===== config.mk =====
export PLATFORM = sky130hd
export DESIGN_NAME = sahc_top
export DESIGN_NICKNAME = d
export VERILOG_FILES = /design/src/sahc_pkg.sv /design/src/sahc_sync.sv /design/src/sahc_sar.sv /design/src/sahc_top.sv
export VERILOG_INCLUDE_DIRS = /design/src
export SDC_FILE = /design/constraint.sdc
export NUM_CORES = 1
export LEC_CHECK = 0
export BUFFER_PORTS_ARGS = -buffer_cell sky130_fd_sc_hd__buf_2
export CAP_MARGIN = 25
export CORE_ASPECT_RATIO = 0.8
export CORE_MARGIN = 1
export CORE_UTILIZATION = 35
export DETAILED_ROUTE_END_ITERATION = 10
export PLACE_DENSITY = 0.55
export SYNTH_ARGS = -nofsm -noshare
export SYNTH_HDL_FRONTEND = slang
export SYNTH_SLANG_ARGS = --single-unit

===== constraint.sdc =====
create_clock -name aclk -period 5 [get_ports aclk]
set_input_delay 0.25 -clock aclk [delete_from_list [all_inputs] [get_ports aclk]]
set_output_delay 0.25 -clock aclk [all_outputs]
set_load 0.03 [all_outputs]

===== src/sahc_cfg.svh =====
`ifndef SAHC_CFG_SVH
`define SAHC_CFG_SVH

// Register byte offsets
`define SAHC_CTRL_OFFSET 12'h000
`define SAHC_STATUS_OFFSET 12'h004
`define SAHC_RESULT_OFFSET 12'h008
`define SAHC_CONV_OFFSET 12'h00C

// Control register fields
`define SAHC_CTRL_CE_BIT 0
`define SAHC_CTRL_CS_N_BIT 1
`define SAHC_CTRL_RC_BIT 2
`define SAHC_CTRL_A0_BIT 3
`define SAHC_CTRL_WORD_BIT 4
`define SAHC_CTRL_RESET 32'h0000_0002

// Status register fields
`define SAHC_STAT_BUSY_BIT 0
`define SAHC_STAT_OE_LO_BIT 1
`define SAHC_STAT_OE_MID_BIT 2
`define SAHC_STAT_OE_HI_BIT 3
`define SAHC_STAT_SHORT_BIT 4
`define SAHC_STAT_TRACK_BIT 5

// Timing
`define SAHC_CLK_PERIOD_NS 10
`define SAHC_MIN_CONV_LOW_NS 25
`define SAHC_MIN_CONV_LOW_CYC ((`SAHC_MIN_CONV_LOW_NS + `SAHC_CLK_PERIOD_NS - 1) / `SAHC_CLK_PERIOD_NS)
`define SAHC_THROUGHPUT_NS 8500
`define SAHC_THROUGHPUT_CYC (`SAHC_THROUGHPUT_NS / `SAHC_CLK_PERIOD_NS)
`define SAHC_BIT_DIV 40
`define SAHC_LATCH_CYC 4'h2

`define SAHC_RESULT_RESET 12'h000
`define SAHC_RESULT_WIDTH 12
`define SAHC_SHORT_BITS 8

`endif


===== src/sahc_pkg.sv =====
package sahc_pkg;
  typedef enum logic [1:0] {
    SAHC_RESP_OKAY = 2'h0,
    SAHC_RESP_SLVERR = 2'h2
  } sahc_resp_type;

  // Last member is bit 0 of the control word
  typedef struct packed {
    logic word_width_select;
    logic byte_addr_short_cycle;
    logic read_not_convert;
    logic select_n;
    logic chip_enable;
  } sahc_ctrl_type;

  typedef struct packed {
    logic [11:0] data;
    logic [11:0] oe;
  } sahc_bus_type;
endpackage


===== src/sahc_sync.sv =====
module sahc_sync (
  input wire logic aclk,
  input wire logic aresetn,
  input wire logic async_in,
  output logic sync_out
);
  logic stage1_q;

  always_ff @(posedge aclk) begin
    if (!aresetn) begin
      stage1_q <= 1'b0;
      sync_out <= 1'b0;
    end else begin
      stage1_q <= async_in;
      sync_out <= stage1_q;
    end
  end
endmodule


===== src/sahc_sar.sv =====
`include "sahc_cfg.svh"

module sahc_sar (
  input wire logic aclk,
  input wire logic aresetn,
  input wire logic start,
  input wire logic short_cycle,
  input wire logic comparator,
  output logic [11:0] trial,
  output logic [11:0] result,
  output logic done,
  output logic tracking
);
  import sahc_pkg::*;

  logic [11:0] bitmask_q;
  logic [11:0] trial_q;
  logic [3:0] left_q;
  logic [7:0] div_q;
  logic active_q;
  logic tick;
  logic [11:0] decided;
  logic last_bit;

  // Bit-decision clock enable from the system clock
  assign tick = active_q && (div_q == 8'(`SAHC_BIT_DIV - 1));
  // Keep or drop the trial bit from the comparator
  assign decided = comparator ? trial_q : (trial_q & ~bitmask_q);
  assign last_bit = (left_q == 4'h1);
  assign trial = trial_q;
  assign tracking = !active_q;

  always_ff @(posedge aclk) begin
    if (!aresetn) begin
      div_q <= 8'h00;
    end else if (!active_q || tick) begin
      div_q <= 8'h00;
    end else begin
      div_q <= div_q + 8'h01;
    end
  end

  always_ff @(posedge aclk) begin
    if (!aresetn) begin
      active_q <= 1'b0;
      bitmask_q <= 12'h000;
      trial_q <= 12'h000;
      left_q <= 4'h0;
      result <= `SAHC_RESULT_RESET;
      done <= 1'b0;
    end else begin
      done <= 1'b0;
      if (start && !active_q) begin
        active_q <= 1'b1;
        bitmask_q <= 12'h800;
        trial_q <= 12'h800;
        left_q <= short_cycle ? 4'h8 : 4'hC;
      end else if (tick) begin
        trial_q <= decided | (bitmask_q >> 1);
        bitmask_q <= bitmask_q >> 1;
        left_q <= left_q - 4'h1;
        if (last_bit) begin
          active_q <= 1'b0;
          result <= decided & (short_cycle ? 12'hFF0 : 12'hFFF);
          done <= 1'b1;
        end
      end
    end
  end
endmodule


===== src/sahc_top.sv =====
// Function
// - No start and no output while chip_enable low; its rise may start.
// - select_n high blocks all; its fall may start conversion.
// - read_not_convert low needed to start; its fall may start conversion.
// - read_not_convert high needed to read; its rise may begin read.
// - byte_addr_short_cycle high gives 8-bit, low gives 12-bit conversion.
// - Byte read: low selects high byte, high selects low nibble plus zeros.
// - word_width_select high drives all twelve lines, ignoring byte address.
// - word_width_select low drives only the addressed byte.
// - Output enabled only with enable, select low, read high.
// - Convert pulse at least 25ns low; falling edge holds and converts. Low time is not checked: start fires on the falling edge.
// - Busy high during conversion; falls after result latched.
// - Busy high keeps all data lines high impedance.
// - Start transitions ignored while busy; no restart or abort.
// - Tracking resumes as conversion ends, before busy falls.
// - Conversion plus acquisition supports 117kHz sustained rate.
// - Bits tested MSB first; trial applied then latched from comparator.
// - Only byte_addr_short_cycle latched at start; holds length.
// - After 8-bit conversion the four LSBs read zero.
// - Output enabled only when read high, busy low, enable high, select low.
//
// The address map and the AXI4-Lite slave port were chosen for this implementation.
`include "sahc_cfg.svh"

module sahc_top (
  input wire logic aclk,
  input wire logic aresetn,
  input wire logic [11:0] s_axi_awaddr,
  input wire logic s_axi_awvalid,
  output logic s_axi_awready,
  input wire logic [31:0] s_axi_wdata,
  input wire logic [3:0] s_axi_wstrb,
  input wire logic s_axi_wvalid,
  output logic s_axi_wready,
  output logic [1:0] s_axi_bresp,
  output logic s_axi_bvalid,
  input wire logic s_axi_bready,
  input wire logic [11:0] s_axi_araddr,
  input wire logic s_axi_arvalid,
  output logic s_axi_arready,
  output logic [31:0] s_axi_rdata,
  output logic [1:0] s_axi_rresp,
  output logic s_axi_rvalid,
  input wire logic s_axi_rready,
  input wire logic comparator_in,
  output logic [11:0] trial_value,
  output logic tracking,
  output logic busy,
  output sahc_pkg::sahc_bus_type data_bus_out
);
  import sahc_pkg::*;

  sahc_ctrl_type ctrl_q;
  sahc_ctrl_type ctrl_prev_q;
  logic comp_sync;
  logic [11:0] result;
  logic [11:0] trial;
  logic sar_done;
  logic sar_tracking;
  logic short_q;
  logic short_sel;
  logic busy_q;
  logic [3:0] latch_cnt_q;
  logic [7:0] low_cnt_q;
  logic [9:0] period_cnt_q;
  logic period_ok_q;
  logic aw_held_q;
  logic w_held_q;
  logic [11:0] awaddr_q;
  logic [31:0] wdata_q;
  logic [3:0] wstrb_q;
  logic ar_pending;
  logic do_write;
  logic ce_rise;
  logic cs_fall;
  logic rc_fall;
  logic qualified;
  logic start_evt;
  logic read_en;
  logic [11:0] oe_mask;
  logic [11:0] bus_data;
  logic [11:0] status_word;
  logic [31:0] rd_word;
  logic rd_hit;
  logic wr_hit;

  function automatic logic addr_mapped(input logic [11:0] addr);
    addr_mapped = (addr == `SAHC_CTRL_OFFSET) || (addr == `SAHC_STATUS_OFFSET) ||
                  (addr == `SAHC_RESULT_OFFSET) || (addr == `SAHC_CONV_OFFSET);
  endfunction

  sahc_sync u_comp_sync (
    .aclk(aclk),
    .aresetn(aresetn),
    .async_in(comparator_in),
    .sync_out(comp_sync)
  );

  sahc_sar u_sar (
    .aclk(aclk),
    .aresetn(aresetn),
    .start(start_evt),
    .short_cycle(short_sel),
    .comparator(comp_sync),
    .trial(trial),
    .result(result),
    .done(sar_done),
    .tracking(sar_tracking)
  );

  // Start qualification: the last of the three inputs to arrive fires the start
  assign qualified = ctrl_q.chip_enable && !ctrl_q.select_n && !ctrl_q.read_not_convert;
  assign ce_rise = ctrl_q.chip_enable && !ctrl_prev_q.chip_enable;
  assign cs_fall = !ctrl_q.select_n && ctrl_prev_q.select_n;
  assign rc_fall = !ctrl_q.read_not_convert && ctrl_prev_q.read_not_convert;
  assign start_evt = qualified && (ce_rise || cs_fall || rc_fall) && !busy_q;
  // The length register loads on the start edge, so the converter takes the live pin then
  assign short_sel = start_evt ? ctrl_q.byte_addr_short_cycle : short_q;

  // Output enable decode
  assign read_en = ctrl_q.chip_enable && !ctrl_q.select_n && ctrl_q.read_not_convert
                   && !busy_q;
  assign oe_mask = !read_en ? 12'h000 :
                   ctrl_q.word_width_select ? 12'hFFF :
                   ctrl_q.byte_addr_short_cycle ? 12'h0FF : 12'hFF0;
  // Low byte carries four LSBs then forced zeros on the lines below
  assign bus_data = (!ctrl_q.word_width_select && ctrl_q.byte_addr_short_cycle) ?
                    {4'h0, result[3:0], 4'h0} : result;

  assign status_word = {5'h00, period_ok_q, sar_tracking, short_q, oe_mask[11], oe_mask[4],
                        oe_mask[0], busy_q};
  assign rd_hit = addr_mapped(s_axi_araddr);
  assign wr_hit = addr_mapped(awaddr_q);
  assign rd_word = (s_axi_araddr == `SAHC_CTRL_OFFSET) ? {16'h0, low_cnt_q, 3'h0, ctrl_q} :
                   (s_axi_araddr == `SAHC_STATUS_OFFSET) ? {20'h0, status_word} :
                   (s_axi_araddr == `SAHC_RESULT_OFFSET) ? {20'h0, data_bus_out.data} :
                   (s_axi_araddr == `SAHC_CONV_OFFSET) ? {22'h0, period_cnt_q} : 32'h0;

  assign do_write = aw_held_q && w_held_q && !s_axi_bvalid;
  assign ar_pending = s_axi_arvalid && !s_axi_rvalid;
  assign s_axi_awready = !aw_held_q && !s_axi_bvalid;
  assign s_axi_wready = !w_held_q && !s_axi_bvalid;
  assign s_axi_arready = !s_axi_rvalid;
  assign trial_value = trial;
  assign tracking = sar_tracking;
  assign busy = busy_q;

  // Write address and data may arrive in either order
  always_ff @(posedge aclk) begin
    if (!aresetn) begin
      aw_held_q <= 1'b0;
      awaddr_q <= 12'h000;
    end else if (s_axi_awvalid && s_axi_awready) begin
      aw_held_q <= 1'b1;
      awaddr_q <= s_axi_awaddr;
    end else if (do_write) begin
      aw_held_q <= 1'b0;
    end
  end

  always_ff @(posedge aclk) begin
    if (!aresetn) begin
      w_held_q <= 1'b0;
      wdata_q <= 32'h0;
      wstrb_q <= 4'h0;
    end else if (s_axi_wvalid && s_axi_wready) begin
      w_held_q <= 1'b1;
      wdata_q <= s_axi_wdata;
      wstrb_q <= s_axi_wstrb;
    end else if (do_write) begin
      w_held_q <= 1'b0;
    end
  end

  always_ff @(posedge aclk) begin
    if (!aresetn) begin
      s_axi_bvalid <= 1'b0;
      s_axi_bresp <= SAHC_RESP_OKAY;
    end else if (do_write) begin
      s_axi_bvalid <= 1'b1;
      s_axi_bresp <= wr_hit ? SAHC_RESP_OKAY : SAHC_RESP_SLVERR;
    end else if (s_axi_bready) begin
      s_axi_bvalid <= 1'b0;
    end
  end

  always_ff @(posedge aclk) begin
    if (!aresetn) begin
      s_axi_rvalid <= 1'b0;
      s_axi_rdata <= 32'h0;
      s_axi_rresp <= SAHC_RESP_OKAY;
    end else if (ar_pending) begin
      s_axi_rvalid <= 1'b1;
      s_axi_rdata <= rd_word;
      s_axi_rresp <= rd_hit ? SAHC_RESP_OKAY : SAHC_RESP_SLVERR;
    end else if (s_axi_rready) begin
      s_axi_rvalid <= 1'b0;
    end
  end

  // Control pins driven by software through the control register
  always_ff @(posedge aclk) begin
    if (!aresetn) begin
      ctrl_q <= sahc_ctrl_type'(5'(`SAHC_CTRL_RESET));
      ctrl_prev_q <= sahc_ctrl_type'(5'(`SAHC_CTRL_RESET));
    end else begin
      ctrl_prev_q <= ctrl_q;
      if (do_write && awaddr_q == `SAHC_CTRL_OFFSET && wstrb_q[0]) begin
        ctrl_q <= wdata_q[4:0];
      end
    end
  end

  // Convert-line low time in cycles, shown in the control readback
  always_ff @(posedge aclk) begin
    if (!aresetn) begin
      low_cnt_q <= 8'h00;
    end else if (ctrl_q.read_not_convert) begin
      low_cnt_q <= 8'h00;
    end else if (low_cnt_q != 8'hFF) begin
      low_cnt_q <= low_cnt_q + 8'h01;
    end
  end

  // Length latched at the start event only
  always_ff @(posedge aclk) begin
    if (!aresetn) begin
      short_q <= 1'b0;
    end else if (start_evt) begin
      short_q <= ctrl_q.byte_addr_short_cycle;
    end
  end

  // Busy spans the conversion and the latch settle after the last decision
  always_ff @(posedge aclk) begin
    if (!aresetn) begin
      busy_q <= 1'b0;
      latch_cnt_q <= 4'h0;
    end else if (start_evt) begin
      busy_q <= 1'b1;
      latch_cnt_q <= 4'h0;
    end else if (sar_done) begin
      latch_cnt_q <= `SAHC_LATCH_CYC;
    end else if (latch_cnt_q == 4'h1) begin
      busy_q <= 1'b0;
      latch_cnt_q <= 4'h0;
    end else if (latch_cnt_q != 4'h0) begin
      latch_cnt_q <= latch_cnt_q - 4'h1;
    end
  end

  // Throughput monitor: cycles from one start to the next
  always_ff @(posedge aclk) begin
    if (!aresetn) begin
      period_cnt_q <= 10'h000;
      period_ok_q <= 1'b1;
    end else if (start_evt) begin
      period_cnt_q <= 10'h000;
    end else if (period_cnt_q != 10'h3FF) begin
      period_cnt_q <= period_cnt_q + 10'h001;
      if (busy_q && period_cnt_q == 10'(`SAHC_THROUGHPUT_CYC)) begin
        period_ok_q <= 1'b0;
      end
    end
  end

  // Data outputs registered from the decode above
  always_ff @(posedge aclk) begin
    if (!aresetn) begin
      data_bus_out <= '0;
    end else begin
      data_bus_out.oe <= oe_mask;
      data_bus_out.data <= bus_data;
    end
  end
endmodule


; Word level (Yosys, flattened, before mapping)
; Cells that the tools add are included.
[word_totals]
regBits = 167
in_bits = 68
output_inout_bits = 79
word_cells = 167
[classes]
n_addsub = 5
eq_ne = 13
muxes = 37
bitwise = 8
n_reduce_logical = 64
[ops]
columns = operator, count
row1 = 2-to-1 mux 12 bit, 10
row2 = equality test 12 x 4 -> 1 bit (second input constant), 4
row3 = AND 12 bit, 2
row4 = equality test 12 x 3 -> 1 bit (second input constant), 2
row5 = logical NOT 12 bit, 2
row6 = logical AND 1 bit, 22
row7 = adder 8 x 1 -> 8 bit (second input constant), 2
row8 = 2-to-1 mux 16 bit, 1
row9 = 2-to-1 mux 1 bit, 15
row10 = nonzero test 2 bit, 7
row11 = 2-to-1 mux 4 bit, 3
row12 = NOT 12 bit, 1
row13 = bitwise OR 12 x 11 -> 12 bit, 1
row14 = adder 10 x 1 -> 10 bit (second input constant), 1
row15 = equality test 10 bit (second input constant), 1
row16 = logical NOT 1 bit, 10
row17 = 2-to-1 mux 10 bit, 1
row18 = 2-to-1 mux 2 bit, 5
row19 = != test 10 bit (second input constant), 1
row20 = OR reduction 2 bit, 5
row21 = logical OR 1 bit, 9
row22 = equality test 4 x 1 -> 1 bit (second input constant), 2
row23 = equality test 8 x 6 -> 1 bit (second input constant), 1
row24 = 2-to-1 mux 8 bit, 1
row25 = 11 further kinds, 18

; Longest topological paths before layout
; Gate-level depths: netlist of run 1.
[depth]
depth_word = 9
mapped_depth = 7
mapped_depth_nobuf = 5

; Cells and area by module
; A second synthesis of run 1 with hierarchy kept.
[unflattened]
hier_cells = 678
hier_area_um2 = 6052.1
[by_module_without_submodules]
columns = mod, n_inst, cells_per_inst, area_each_um2, seq_area_each_um2
row1 = sahc_top, 1, 439, 3995.1, 1821.7
row2 = sahc_sar, 1, 235, 2004.4, 1001.0
row3 = sahc_sync, 1, 4, 52.6, 40.0

; Worst setup path before layout of run 1
; OpenSTA, ideal clock, no wires.
[synth_path]
path_type = register to register
startpoint = register busy_q (netlist: busy)
endpoint = register u_sar.trial_q[2] (netlist: u_sar.trial[2])
setup_ps = 139
t_arrival_ps = 1824
t_required_ps = 4861
path_slack_ps = 3038
stages_incl_launch_ff = 6
n_path_buf = 1
period_less_slack_ps = 1962
cell_sequence = dfxtp_1 -> or4b_1 -> or2_1 -> o21ai_1 -> buf_2 -> a311oi_1
[synth_between]
elab_chain_cells = 4
[synth_lines]
columns = element, line
row1 = "start, declared", sahc_top.sv:62  ; logic busy_q;
row2 = "start signal, assigned", sahc_top.sv:237  ; busy_q <= 1'b0;
row3 = "start signal, assigned", sahc_top.sv:240  ; busy_q <= 1'b1;
row4 = "start signal, assigned", sahc_top.sv:245  ; busy_q <= 1'b0;
row5 = logical NOT 1 bit, sahc_top.sv:116  ; assign start_evt = qualified && (ce_rise || cs_fall || rc_fall) && !busy_q;
row6 = logical AND 1 bit, sahc_top.sv:116
row7 = logical AND 1 bit, sahc_sar.sv:53  ; if (start && !active_q) begin
row8 = OR reduction 2 bit (no source line), --
row9 = "end signal, assigned", sahc_sar.sv:59  ; trial_q <= decided | (bitmask_q >> 1);
row10 = "end, declared", sahc_sar.sv:17  ; logic [11:0] trial_q;
; Every way passes these cells.
; A chain may end at the register's enable or synchronous reset.

; Worst setup path after layout of run 1
[layout_path]
startpoint = register u_sar.div_q[0]
endpoint = register u_sar.trial_q[5] (netlist: u_sar.trial[5])
[layout_between]
elab_chain_cells = 2
[layout_lines]
columns = element, line
row1 = "start, declared", sahc_sar.sv:19  ; logic [7:0] div_q;
row2 = "start signal, assigned", sahc_sar.sv:39  ; div_q <= div_q + 8'h01;
row3 = equality test 8 x 6 -> 1 bit, sahc_sar.sv:26  ; assign tick = active_q && (div_q == 8'(`SAHC_BIT_DIV - 1));
row4 = logical AND 1 bit, sahc_sar.sv:26
; Every way passes these cells.

==> impl_metrics.env, run 1 <==
export IMPL_finalPower_mw=2.61
export IMPL_gr_total_overflow=0
export IMPL_cellPowerDensity_nw_per_um2=364
export IMPL_crit_required_ns=5.24
export IMPL_clk_pin_slew_ns=0.06
export IMPL_cp_start_kind="flop"
export IMPL_ys_warnings_count=0
export IMPL_async_flop_share=0
export IMPL_syn_to_final_growth_pct=18.6
export IMPL_fin_nets=827
export IMPL_p_leak_nw=2.92
export IMPL_cts_buffers=17
export IMPL_met2_usage=0.240
export IMPL_rows=42
export IMPL_insertedDiodeCount=0
export IMPL_antenna_found_initial=0
export IMPL_endpoint_kind="flop"
export IMPL_routabilityCongestion=0.854
export IMPL_post_cts_buffers=0
export IMPL_vias=4890
export IMPL_insertion_delay_ns=0.41
export IMPL_finalCritPeriodShare=0.479
export IMPL_totalWireLength_mm=14.2
export IMPL_maxCapViolations=0
export IMPL_tns_ns=0
export IMPL_final_setup_viol_count=0
export IMPL_clk_path_buf_depth=2
export IMPL_htreeDepth=4
export IMPL_core_area_um2=16700
export IMPL_synth_edf_count=0
export IMPL_hold_class="input pin to flop"
export IMPL_synth_cell_types=57
export IMPL_finalWorstSetupSlack_ns=2.60
export IMPL_crit_chain="ha_1, and4b_1, nand2_1, nor2_1, a311oi_1"
export IMPL_grt_use_met1=0.234
export IMPL_grt_start_max_net_pins=49
export IMPL_hold_buffers=0
export IMPL_drc=0
export IMPL_path_max_fanout=13
export IMPL_die_w_um=149
export IMPL_cts_tree="done"
export IMPL_peakVddDrop_mv=0.221
export IMPL_min_period_ns=2.40
export IMPL_drt_initial_drc_count=239
export IMPL_crit_type="flop to flop"
export IMPL_cts_sinks=143
export IMPL_hpwl_mm=10.1
export IMPL_grt_pass1_wl_mm=22.9
export IMPL_cpMaxStageDelayCell="nor2_1"
export IMPL_synth_avg_cell_area_um2=8.89
export IMPL_via_per_inst=4.96
export IMPL_drtAntennaViolNets=0
export IMPL_clock_fmax_mhz=417
export IMPL_top_level_ports=147
export IMPL_drive_above_1_share=0.187
export IMPL_status="completed"
export IMPL_relSlewSlack=0.405
export IMPL_io_buffers=98
export IMPL_use_met3=0.0471
export IMPL_cts_resized=0
export IMPL_worstPathArrival_ns=2.64
export IMPL_drtPass1Iterations=5
export IMPL_drt_wirelength_per_cell_um=14.4
export IMPL_grt_util_all_layers=0.164
export IMPL_initial_utilization=0.362
export IMPL_dieArea_um2=17800
export IMPL_place_ws_ns=2.58
export IMPL_maxSlewViolCount=0
export IMPL_ys_ff_latch=143
export IMPL_worst_slew_pin_slew_ns=0.892
export IMPL_final_util=0.429
export IMPL_hold_viol_final=0
export IMPL_clockRootBuffer="clkbuf_16"
export IMPL_synth_cells=680
export IMPL_synth_ff_type="dfxtp_1"
export IMPL_grt_pass1_vias=4495
export IMPL_max_stage_delay_ns=0.79
export IMPL_rsz0062_at_grt="no"
export IMPL_die_h_um=120
export IMPL_busiest_layer="met2"
export IMPL_fillCellCount=1669
export IMPL_clock_skew_ns=0.00611
export IMPL_netlist_area_um2=6040
export IMPL_synth_seq_area_share=0.474
-- stage by stage --
step	std cells	hold slack [ns]	area [µm²]
after global routing	986	0.0427	7170
after detailed placement	954	0.419	6560
final	986	0.0452	7170
after global placement	954	0.424	6560
after floorplan	697	0.377	6110
after CTS	986	0.0277	7170
-- cell families (layout without fill, tap and decap cells) --
logic type / after synthesis / in the layout / share of synthesized area
fa+ha+maj: 6 / 6 / 0.0124
xor+xnor: 14 / 14 / 0.0203
other cells: 1 / 18 / 0.000620
flops: 143 / 143 / 0.474
buf+inv: 79 / 148 / 0.0658
mux: 28 / 28 / 0.0474
simple gates: 271 / 271 / 0.224
compound gates: 138 / 138 / 0.156
-- Yosys cell counts, types with 2 or more instances --
cell type	number	area share
a21oi_1	36	0.030
o41ai_1	2	0.0029
o21ai_0	16	0.013
o211a_1	5	0.0083
nor2_1	41	0.025
xor2_1	6	0.0087
nor2b_1	22	0.023
mux2_2	5	0.0093
clkbuf_1	32	0.020
a31oi_1	7	0.0072
and4b_1	3	0.0050
xnor2_1	8	0.012
buf_2	8	0.0066
o211ai_1	2	0.0025
nand4_1	9	0.0093
o21bai_1	2	0.0025
a311oi_1	11	0.016
dfxtp_1	143	0.47
or4_1	4	0.0050
a21boi_0	35	0.043
and3_1	13	0.013
nor4_1	5	0.0052
a41o_1	4	0.0066
nor3b_1	3	0.0037
ha_1	6	0.012
nand3_1	19	0.016
nand4bb_1	2	0.0037
mux2i_1	23	0.038
nor3_1	15	0.012
o311a_1	3	0.0050
nand2b_1	9	0.0093
nor3_2	3	0.0050
inv_1	13	0.0081
and2_1	8	0.0083
nand3b_1	2	0.0025
and4_1	2	0.0029
or2_1	2	0.0021
a211oi_1	5	0.0062
buf_4	24	0.030
nand2_1	105	0.065
-- routing by layer --
metal / vias up / routed length, µm
li1: 2479 / -
met1: 2269 / 7070
met2: 140 / 6230
met3: 2 / 838
met4: 0 / 38
met5: - / 0
-- area by class of cell --
| type | instances | area (µm²) | share of cell area |
|---|---|---|---|
| Tap cell | 220 | 275 | 0.0384 |
| Clock inverter | 10 | 134 | 0.0187 |
| Timing Repair Buffer | 103 | 528 | 0.0736 |
| Sequential cell | 143 | 2860 | 0.399 |
| Multi-Input combinational cell | 475 | 2850 | 0.397 |
| Inverter | 13 | 48.8 | 0.00681 |
| Clock buffer | 22 | 474 | 0.0661 |
-- final timing paths --
check                            start  slack [ns]              endpoint  depth (start not counted)
setup / recovery        u_sar.div_q[0]        2.60        u_sar.trial[5]                          5
setup reg to reg        u_sar.div_q[0]        2.60        u_sar.trial[5]                          5
hold reg to reg   u_comp_sync.stage1_q        0.43  u_comp_sync.sync_out                          1
hold / removal           comparator_in        0.05  u_comp_sync.stage1_q                          2
-- registers in the layout, indices dropped and copies added (netlist names), 3 cells and up --
register and count:
u_sar.left_q 4, latch_cnt_q 4, wdata_q 5, low_cnt_q 8
u_sar.bitmask_q 12, u_sar.result 12, period_cnt_q 10, s_axi_rdata 16
ctrl_prev_q 3, ctrl_q 5, awaddr_q 12, u_sar.trial 12
u_sar.div_q 8, data_bus_out 18
-- cells in the final DEF, fill, tap and decap left out, drive strengths merged, types with 3 or more instances in the layout --
cell,count
a211oi,5
a21boi,36
a21oi,36
a311oi,11
a31oi,7
a41o,4
and2,8
and3,13
and4b,3
buf,103
bufinv,3
clkbuf,22
clkinv,4
conb,18
dfxtp,143
ha,6
inv,14
mux2,5
mux2i,23
nand2,105
nand2b,9
nand3,19
nand4,9
nor2,41
nor2b,22
nor3,18
nor3b,3
nor4,5
o211a,5
o21ai,17
o311a,3
or2,3
or4,4
xnor2,8
xor2,6
-- critical path: cells and delay by family, from the launching register on --
| kind | cells | cell delay, ns |
|---|---|---|
| simple gates | 3 | 1.44 |
| compound gates | 1 | 0.22 |
| flops | 1 | 0.35 |
| fa+ha+maj | 1 | 0.22 |
-- where the power goes --
| group | switching [mW] | internal [mW] | total, mW | leakage (nW) |
|---|---|---|---|---|
| Sequential | 0.0151 | 1.16 | 1.18 | 1.16 |
| Clock | 0.468 | 0.823 | 1.29 | 0.296 |
| Combinational | 0.0952 | 0.0489 | 0.144 | 1.47 |
Power figures use the tool's default switching activity.
==> run 2: changes to the inputs <==
--- a/config.mk
+++ b/config.mk
@@ -12,7 +12,7 @@
 export CORE_MARGIN = 1
 export CORE_UTILIZATION = 35
 export DETAILED_ROUTE_END_ITERATION = 10
-export PLACE_DENSITY = 0.55
+export PLACE_DENSITY = 0.57
 export SYNTH_ARGS = -nofsm -noshare
 export SYNTH_HDL_FRONTEND = slang
 export SYNTH_SLANG_ARGS = --single-unit
==> constraint.sdc (replaced) <==
create_clock -name aclk -period 2.08 [get_ports aclk]
set_input_delay 0.104 -clock aclk [delete_from_list [all_inputs] [get_ports aclk]]
set_output_delay 0.104 -clock aclk [all_outputs]
set_load 0.03 [all_outputs]
==> impl_metrics.env, run 2 (synthesis gave the netlist of run 1 again) <==
export IMPL_clk_path_buf_depth=2
export IMPL_die_h_um=120
export IMPL_finalWorstSetupSlack_ns=0.204
export IMPL_crit_required_ns=2.44
export IMPL_hold_class="input pin to flop"
export IMPL_antenna_found_initial=0
export IMPL_cts_tree="done"
export IMPL_largest_reg_flops=18
export IMPL_min_period_ns=1.88
export IMPL_dieArea_um2=17800
export IMPL_die_w_um=149
export IMPL_final_setup_viol_count=0
export IMPL_vias=5126
export IMPL_via_per_inst=5.01
export IMPL_finalPower_mw=6.28
export IMPL_core_area_um2=16700
export IMPL_crit_type="flop to flop"
export IMPL_rr_endpoint="u_sar.result[1]"
export IMPL_hold_viol_final=0
export IMPL_grt_util_all_layers=0.171
export IMPL_top_regs="data_bus_out: 18 flops, s_axi_rdata: 16 flops"
export IMPL_drt_wirelength_per_cell_um=14.3
export IMPL_drc=0
export IMPL_rsz0062_at_grt="no"
export IMPL_worstPathArrival_ns=2.23
export IMPL_ff2ff_setup_slack_ns=0.20
export IMPL_rows=42
export IMPL_finalCritPeriodShare=0.902
export IMPL_layout_common_cells="dfxtp_1, nand2_1, buf_2"
export IMPL_syn_to_final_growth_pct=24.6
export IMPL_grt_pass1_wl_mm=23.7
export IMPL_cellPowerDensity_nw_per_um2=834
export IMPL_drive_above_1_share=0.199
export IMPL_drtPass1Iterations=5
export IMPL_clock_skew_ns=0.0134
export IMPL_relSlewSlack=0.571
export IMPL_routabilityCongestion=0.850
export IMPL_worst_slew_pin_slew_ns=0.642
export IMPL_critPathLaunch="ctrl_q[1]"
export IMPL_clock_fmax_mhz=533
export IMPL_reg2reg_from="ctrl_q[1]"
export IMPL_clockRootBuffer="clkbuf_16"
export IMPL_cp_start_kind="flop"
export IMPL_insertedDiodeCount=0
export IMPL_tns_ns=0
export IMPL_initial_utilization=0.362
export IMPL_cts_buffers=17
export IMPL_rr_worst_depth=4
export IMPL_top_level_ports=147
export IMPL_drtAntennaViolNets=0
export IMPL_peakVddDrop_mv=0.559
export IMPL_cts_sinks=143
export IMPL_status="completed"
export IMPL_totalWireLength_mm=14.7
export IMPL_drt_initial_drc_count=355
export IMPL_gr_total_overflow=0
export IMPL_maxCapViolations=0
export IMPL_clk_pin_slew_ns=0.06
export IMPL_htreeDepth=4
export IMPL_fin_nets=865
export IMPL_endpoint="u_sar.result[1]"
export IMPL_top_register="data_bus_out"
export IMPL_insertion_delay_ns=0.42
export IMPL_maxSlewViolCount=0
export IMPL_layout_commonest_cell="dfxtp_1"
export IMPL_endpoint_kind="flop"
export IMPL_io_buffers=98
export IMPL_hpwl_mm=10.5
export IMPL_place_ws_ns=0.241
export IMPL_path_max_fanout=5
export IMPL_grt_start_max_net_pins=33
export IMPL_grt_pass1_vias=4736
export IMPL_p_leak_nw=3.10
[run 2: cell count changes in the layout (fill, tap and decap cells not counted), sizes merged]
cell and change:
clkbuf -4, dlygate4sd3 +22, clkinvlp +1, buf +16
inv +1, clkinv +1
[run 2: timing repair]
action	4_1_cts	5_1_grt
resized for setup	0	0
buffers inserted	0	0
endpoints found under the hold margin	21	0
endpoints found under the setup margin	0	0
hold buffers	22	0
[run 2: layout make-up]
cell class / instances / area (µm²)
multi-input cells: 475 / 2850
clock inverters: 13 / 163
clock buffers: 18 / 439
fillers: 1607 / 9180
well taps: 220 / 275
repair buffers: 141 / 893
flip-flops and latches: 143 / 2860
inverters: 13 / 48.8
[run 2: through the flow]
| step | utilization | area [µm²] | hold WS (ns) | std cells |
|---|---|---|---|---|
| after detailed placement | 0.401 | 6710 | 0.331 | 970 |
| after global placement | 0.401 | 6710 | 0.320 | 970 |
| after floorplan | - | 6110 | 0.231 | 697 |
| after global routing | 0.451 | 7530 | 0.158 | 1023 |
| after CTS | 0.451 | 7530 | 0.124 | 1023 |
| final | 0.451 | 7530 | 0.149 | 1023 |
[run 2: worst min path at each step]
| stage | from | to | slack (ns) | cells after the start |
|---|---|---|---|---|
| after floorplan | comparator_in | u_comp_sync.stage1_q | 0.23 | 1 |
| after global placement | comparator_in | u_comp_sync.stage1_q | 0.32 | 2 |
| after detailed placement | comparator_in | u_comp_sync.stage1_q | 0.33 | 2 |
| after CTS | aresetn | s_axi_rdata[2] | 0.12 | 4 |
| after global routing | aresetn | s_axi_rdata[2] | 0.16 | 4 |
| final | aresetn | s_axi_rdata[2] | 0.15 | 4 |
[run 2: per-layer routing]
layer / vias to the layer above / part of all wire / global-route usage
met5: - / 0 / 0
met3: 11 / 0.064 / 0.0548
met4: 0 / 0.0087 / 0.0504
met1: 2415 / 0.49 / 0.239
met2: 148 / 0.44 / 0.249
li1: 2552 / - / -
[run 2: power breakdown]
group	internal, mW	leakage (nW)	switching (mW)	total, mW
combinational	0.154	1.65	0.241	0.395
clock	1.91	0.289	1.15	3.06
sequential	2.79	1.16	0.0369	2.83
[run 2: critical path, stage by stage (launching register included)]
cell and delay [ns]:
dfxtp_1 0.33, or4b_1 0.57, or2_1 0.32, mux2i_1 0.36, a41o_1 0.24
==> run 3: changes to the inputs <==
--- a/config.mk
+++ b/config.mk
@@ -11,8 +11,10 @@
 export CORE_ASPECT_RATIO = 0.8
 export CORE_MARGIN = 1
 export CORE_UTILIZATION = 35
+export CTS_CLUSTER_DIAMETER = 50
 export DETAILED_ROUTE_END_ITERATION = 10
 export PLACE_DENSITY = 0.57
 export SYNTH_ARGS = -nofsm -noshare
 export SYNTH_HDL_FRONTEND = slang
+export SYNTH_HIERARCHICAL = 1
 export SYNTH_SLANG_ARGS = --single-unit
==> impl_metrics.env, run 3 <==
export IMPL_htreeDepth=4
export IMPL_hold_class="input pin to flop"
export IMPL_maxCapViolations=0
export IMPL_maxSlewViolCount=0
export IMPL_antenna_found_initial=0
export IMPL_io_buffers=98
export IMPL_place_ws_ns=0.161
export IMPL_stdcell_count=1033
export IMPL_cp_start_kind="flop"
export IMPL_p_seq_frac=0.449
export IMPL_clk_path_buf_depth=2
export IMPL_synth_area_leaders="dfxtp_1, nand2_1, mux2i_1"
export IMPL_top_level_ports=147
export IMPL_cellPowerDensity_nw_per_um2=835
export IMPL_pwr_share_clk=0.486
export IMPL_crit_type="flop to flop"
export IMPL_dieArea_um2=17800
export IMPL_ys_ff_latch=143
export IMPL_synth_compound_area_share=0.136
export IMPL_reg2reg_from="ctrl_q[0]"
export IMPL_insertion_delay_ns=0.42
export IMPL_peakVddDrop_mv=0.512
export IMPL_cts_buffers=17
export IMPL_synth_cells=678
export IMPL_drt_wirelength_per_cell_um=14.4
export IMPL_path_max_fanout=6
export IMPL_finalWorstSetupSlack_ns=0.147
export IMPL_layout_commonest_cell="dfxtp_1"
export IMPL_async_flop_share=0
export IMPL_hold_ws_ns=0.0681
export IMPL_power_switching_mw=1.49
export IMPL_grt_pass1_wl_mm=24.4
export IMPL_top_regs="data_bus_out: 18 flops, s_axi_rdata: 16 flops"
export IMPL_die_h_um=120
export IMPL_drtPass1Iterations=5
export IMPL_initial_utilization=0.362
export IMPL_crit_required_ns=2.43
export IMPL_top_register="data_bus_out"
export IMPL_yosys_area_top_type="dfxtp_1"
export IMPL_fin_nets=874
export IMPL_totalWireLength_mm=14.8
export IMPL_drc=0
export IMPL_drive_above_1_share=0.207
export IMPL_syn_to_final_growth_pct=24.8
export IMPL_post_cts_buffers=0
export IMPL_fillCellCount=1625
export IMPL_gr_total_overflow=0
export IMPL_drt_initial_drc_count=260
export IMPL_netlist_area_um2=6050
export IMPL_die_w_um=149
export IMPL_cts_sinks=143
export IMPL_synthSimpleGateAreaFrac=0.256
export IMPL_insertedDiodeCount=0
export IMPL_endpoint_kind="flop"
export IMPL_p_leak_nw=3.05
export IMPL_relSlewSlack=0.616
export IMPL_synth_seq_area_share=0.473
export IMPL_worstPathArrival_ns=2.28
export IMPL_tns_ns=0
export IMPL_via_per_inst=5.01
export IMPL_hold_buffers=22
export IMPL_hpwl_mm=10.6
export IMPL_layout_common_cells="dfxtp_1, buf_2, nand2_1"
export IMPL_clock_skew_ns=0.0118
export IMPL_final_setup_viol_count=0
export IMPL_p_comb_frac=0.065
export IMPL_synth_top_family_by_area="simple AND/OR/NAND/NOR gates"
export IMPL_regArea_um2=2860
export IMPL_clockRootBuffer="clkbuf_16"
export IMPL_rows=42
export IMPL_drtAntennaViolNets=0
export IMPL_min_period_ns=1.93
export IMPL_hold_viol_final=0
export IMPL_status="completed"
export IMPL_synth_avg_cell_area_um2=8.93
export IMPL_cts_resized=0
export IMPL_synth_most_common_cell="dfxtp_1"
export IMPL_synth_top_area_frac=0.473
export IMPL_grt_util_all_layers=0.174
export IMPL_grt_start_max_net_pins=30
export IMPL_dp_cells=979
export IMPL_rsz0062_at_grt="no"
export IMPL_clock_fmax_mhz=517
export IMPL_synth_common_cells="dfxtp_1, nand2_1, nor2_1, a21oi_1, o21ai_0"
export IMPL_core_area_um2=16700
export IMPL_synth_cell_types=61
export IMPL_ys_warnings_count=6
export IMPL_synth_edf_count=0
export IMPL_synth_ff_type="dfxtp_1"
export IMPL_worstHoldStart="s_axi_araddr[1]"
export IMPL_critPathLaunch="ctrl_q[0]"
export IMPL_cts_tree="done"
export IMPL_largest_reg_flops=18
export IMPL_ff2ff_setup_slack_ns=0.15
export IMPL_routabilityCongestion=0.819
export IMPL_worst_slew_pin_slew_ns=0.573
export IMPL_synth_xor_area_share=0.0174
export IMPL_grt_pass1_vias=4983
export IMPL_synth_mux_area_frac=0.0478
export IMPL_p_int_mw=4.82
export IMPL_multiInputGateArea_um2=2910
export IMPL_finalCritPeriodShare=0.930
export IMPL_clk_pin_slew_ns=0.06
export IMPL_hold_path_depth=3
export IMPL_rr_worst_depth=6
export IMPL_synthAdderAreaFrac=0.0124
export IMPL_vias=5172
export IMPL_power_share_switching=0.236
==> run 3: power groups by stage <==
stage,registers (mW),clock network [mW],logic (mW)
floorplan,2.90,0,0.272
global placement,2.89,0,0.371
detailed placement,2.89,0,0.376
CTS,2.83,3.13,0.412
global route,2.84,3.26,0.452
finish,2.83,3.06,0.411
==> run 3: per-stage QoR <==
stage	util	cell area (µm²)	total power, mW
3_5_place_dp	0.403	6730	3.27
6_report	0.452	7550	6.30
3_3_place_gp	0.403	6730	3.26
5_1_grt	0.452	7550	6.55
2_1_floorplan	-	6120	3.17
4_1_cts	0.452	7550	6.37
==> run 3: logic make-up after synthesis <==
| logic type | after synthesis |
|---|---|
| AND/OR/NAND/NOR | 294 |
| flip-flops | 143 |
| AO/OA/AOI/OAI | 130 |
| buffers and inverters | 65 |
| multiplexers | 27 |
| XOR/XNOR | 12 |
| adder cells (fa/ha/maj) | 6 |
| other | 1 |
==> run 3: path summary, 6_finish.rpt <==
kind | end
max | u_sar/result[0]
min | s_axi_rresp[1]
max reg2reg | u_sar/result[0]
min reg2reg | u_comp_sync/sync_out
==> run 3: critical path, cell delays in order (launching register included) <==
cell     delay [ns]
dfxtp_1        0.40
or4b_1         0.48
nor2_1         0.18
mux2_2         0.42
nor3b_1        0.23
nand3_1        0.10
o21ai_0        0.07
==> run 3: layout make-up <==
cell class                      instances  share of cell area
Multi-Input combinational cell        487               0.385
Sequential cell                       143               0.379
Timing Repair Buffer                  138               0.114
Clock buffer                           20              0.0618
Tap cell                              220              0.0365
Clock inverter                         12              0.0176
Inverter                               13             0.00646
==> run 3: routing by layer <==
| metal | part of all wire | up-vias | GRT usage |
|---|---|---|---|
| li1 | - | 2584 | - |
| met1 | 0.48 | 2412 | 0.230 |
| met2 | 0.45 | 159 | 0.272 |
| met3 | 0.055 | 17 | 0.0422 |
| met4 | 0.017 | 0 | 0.0657 |
| met5 | 0 | - | 0 |
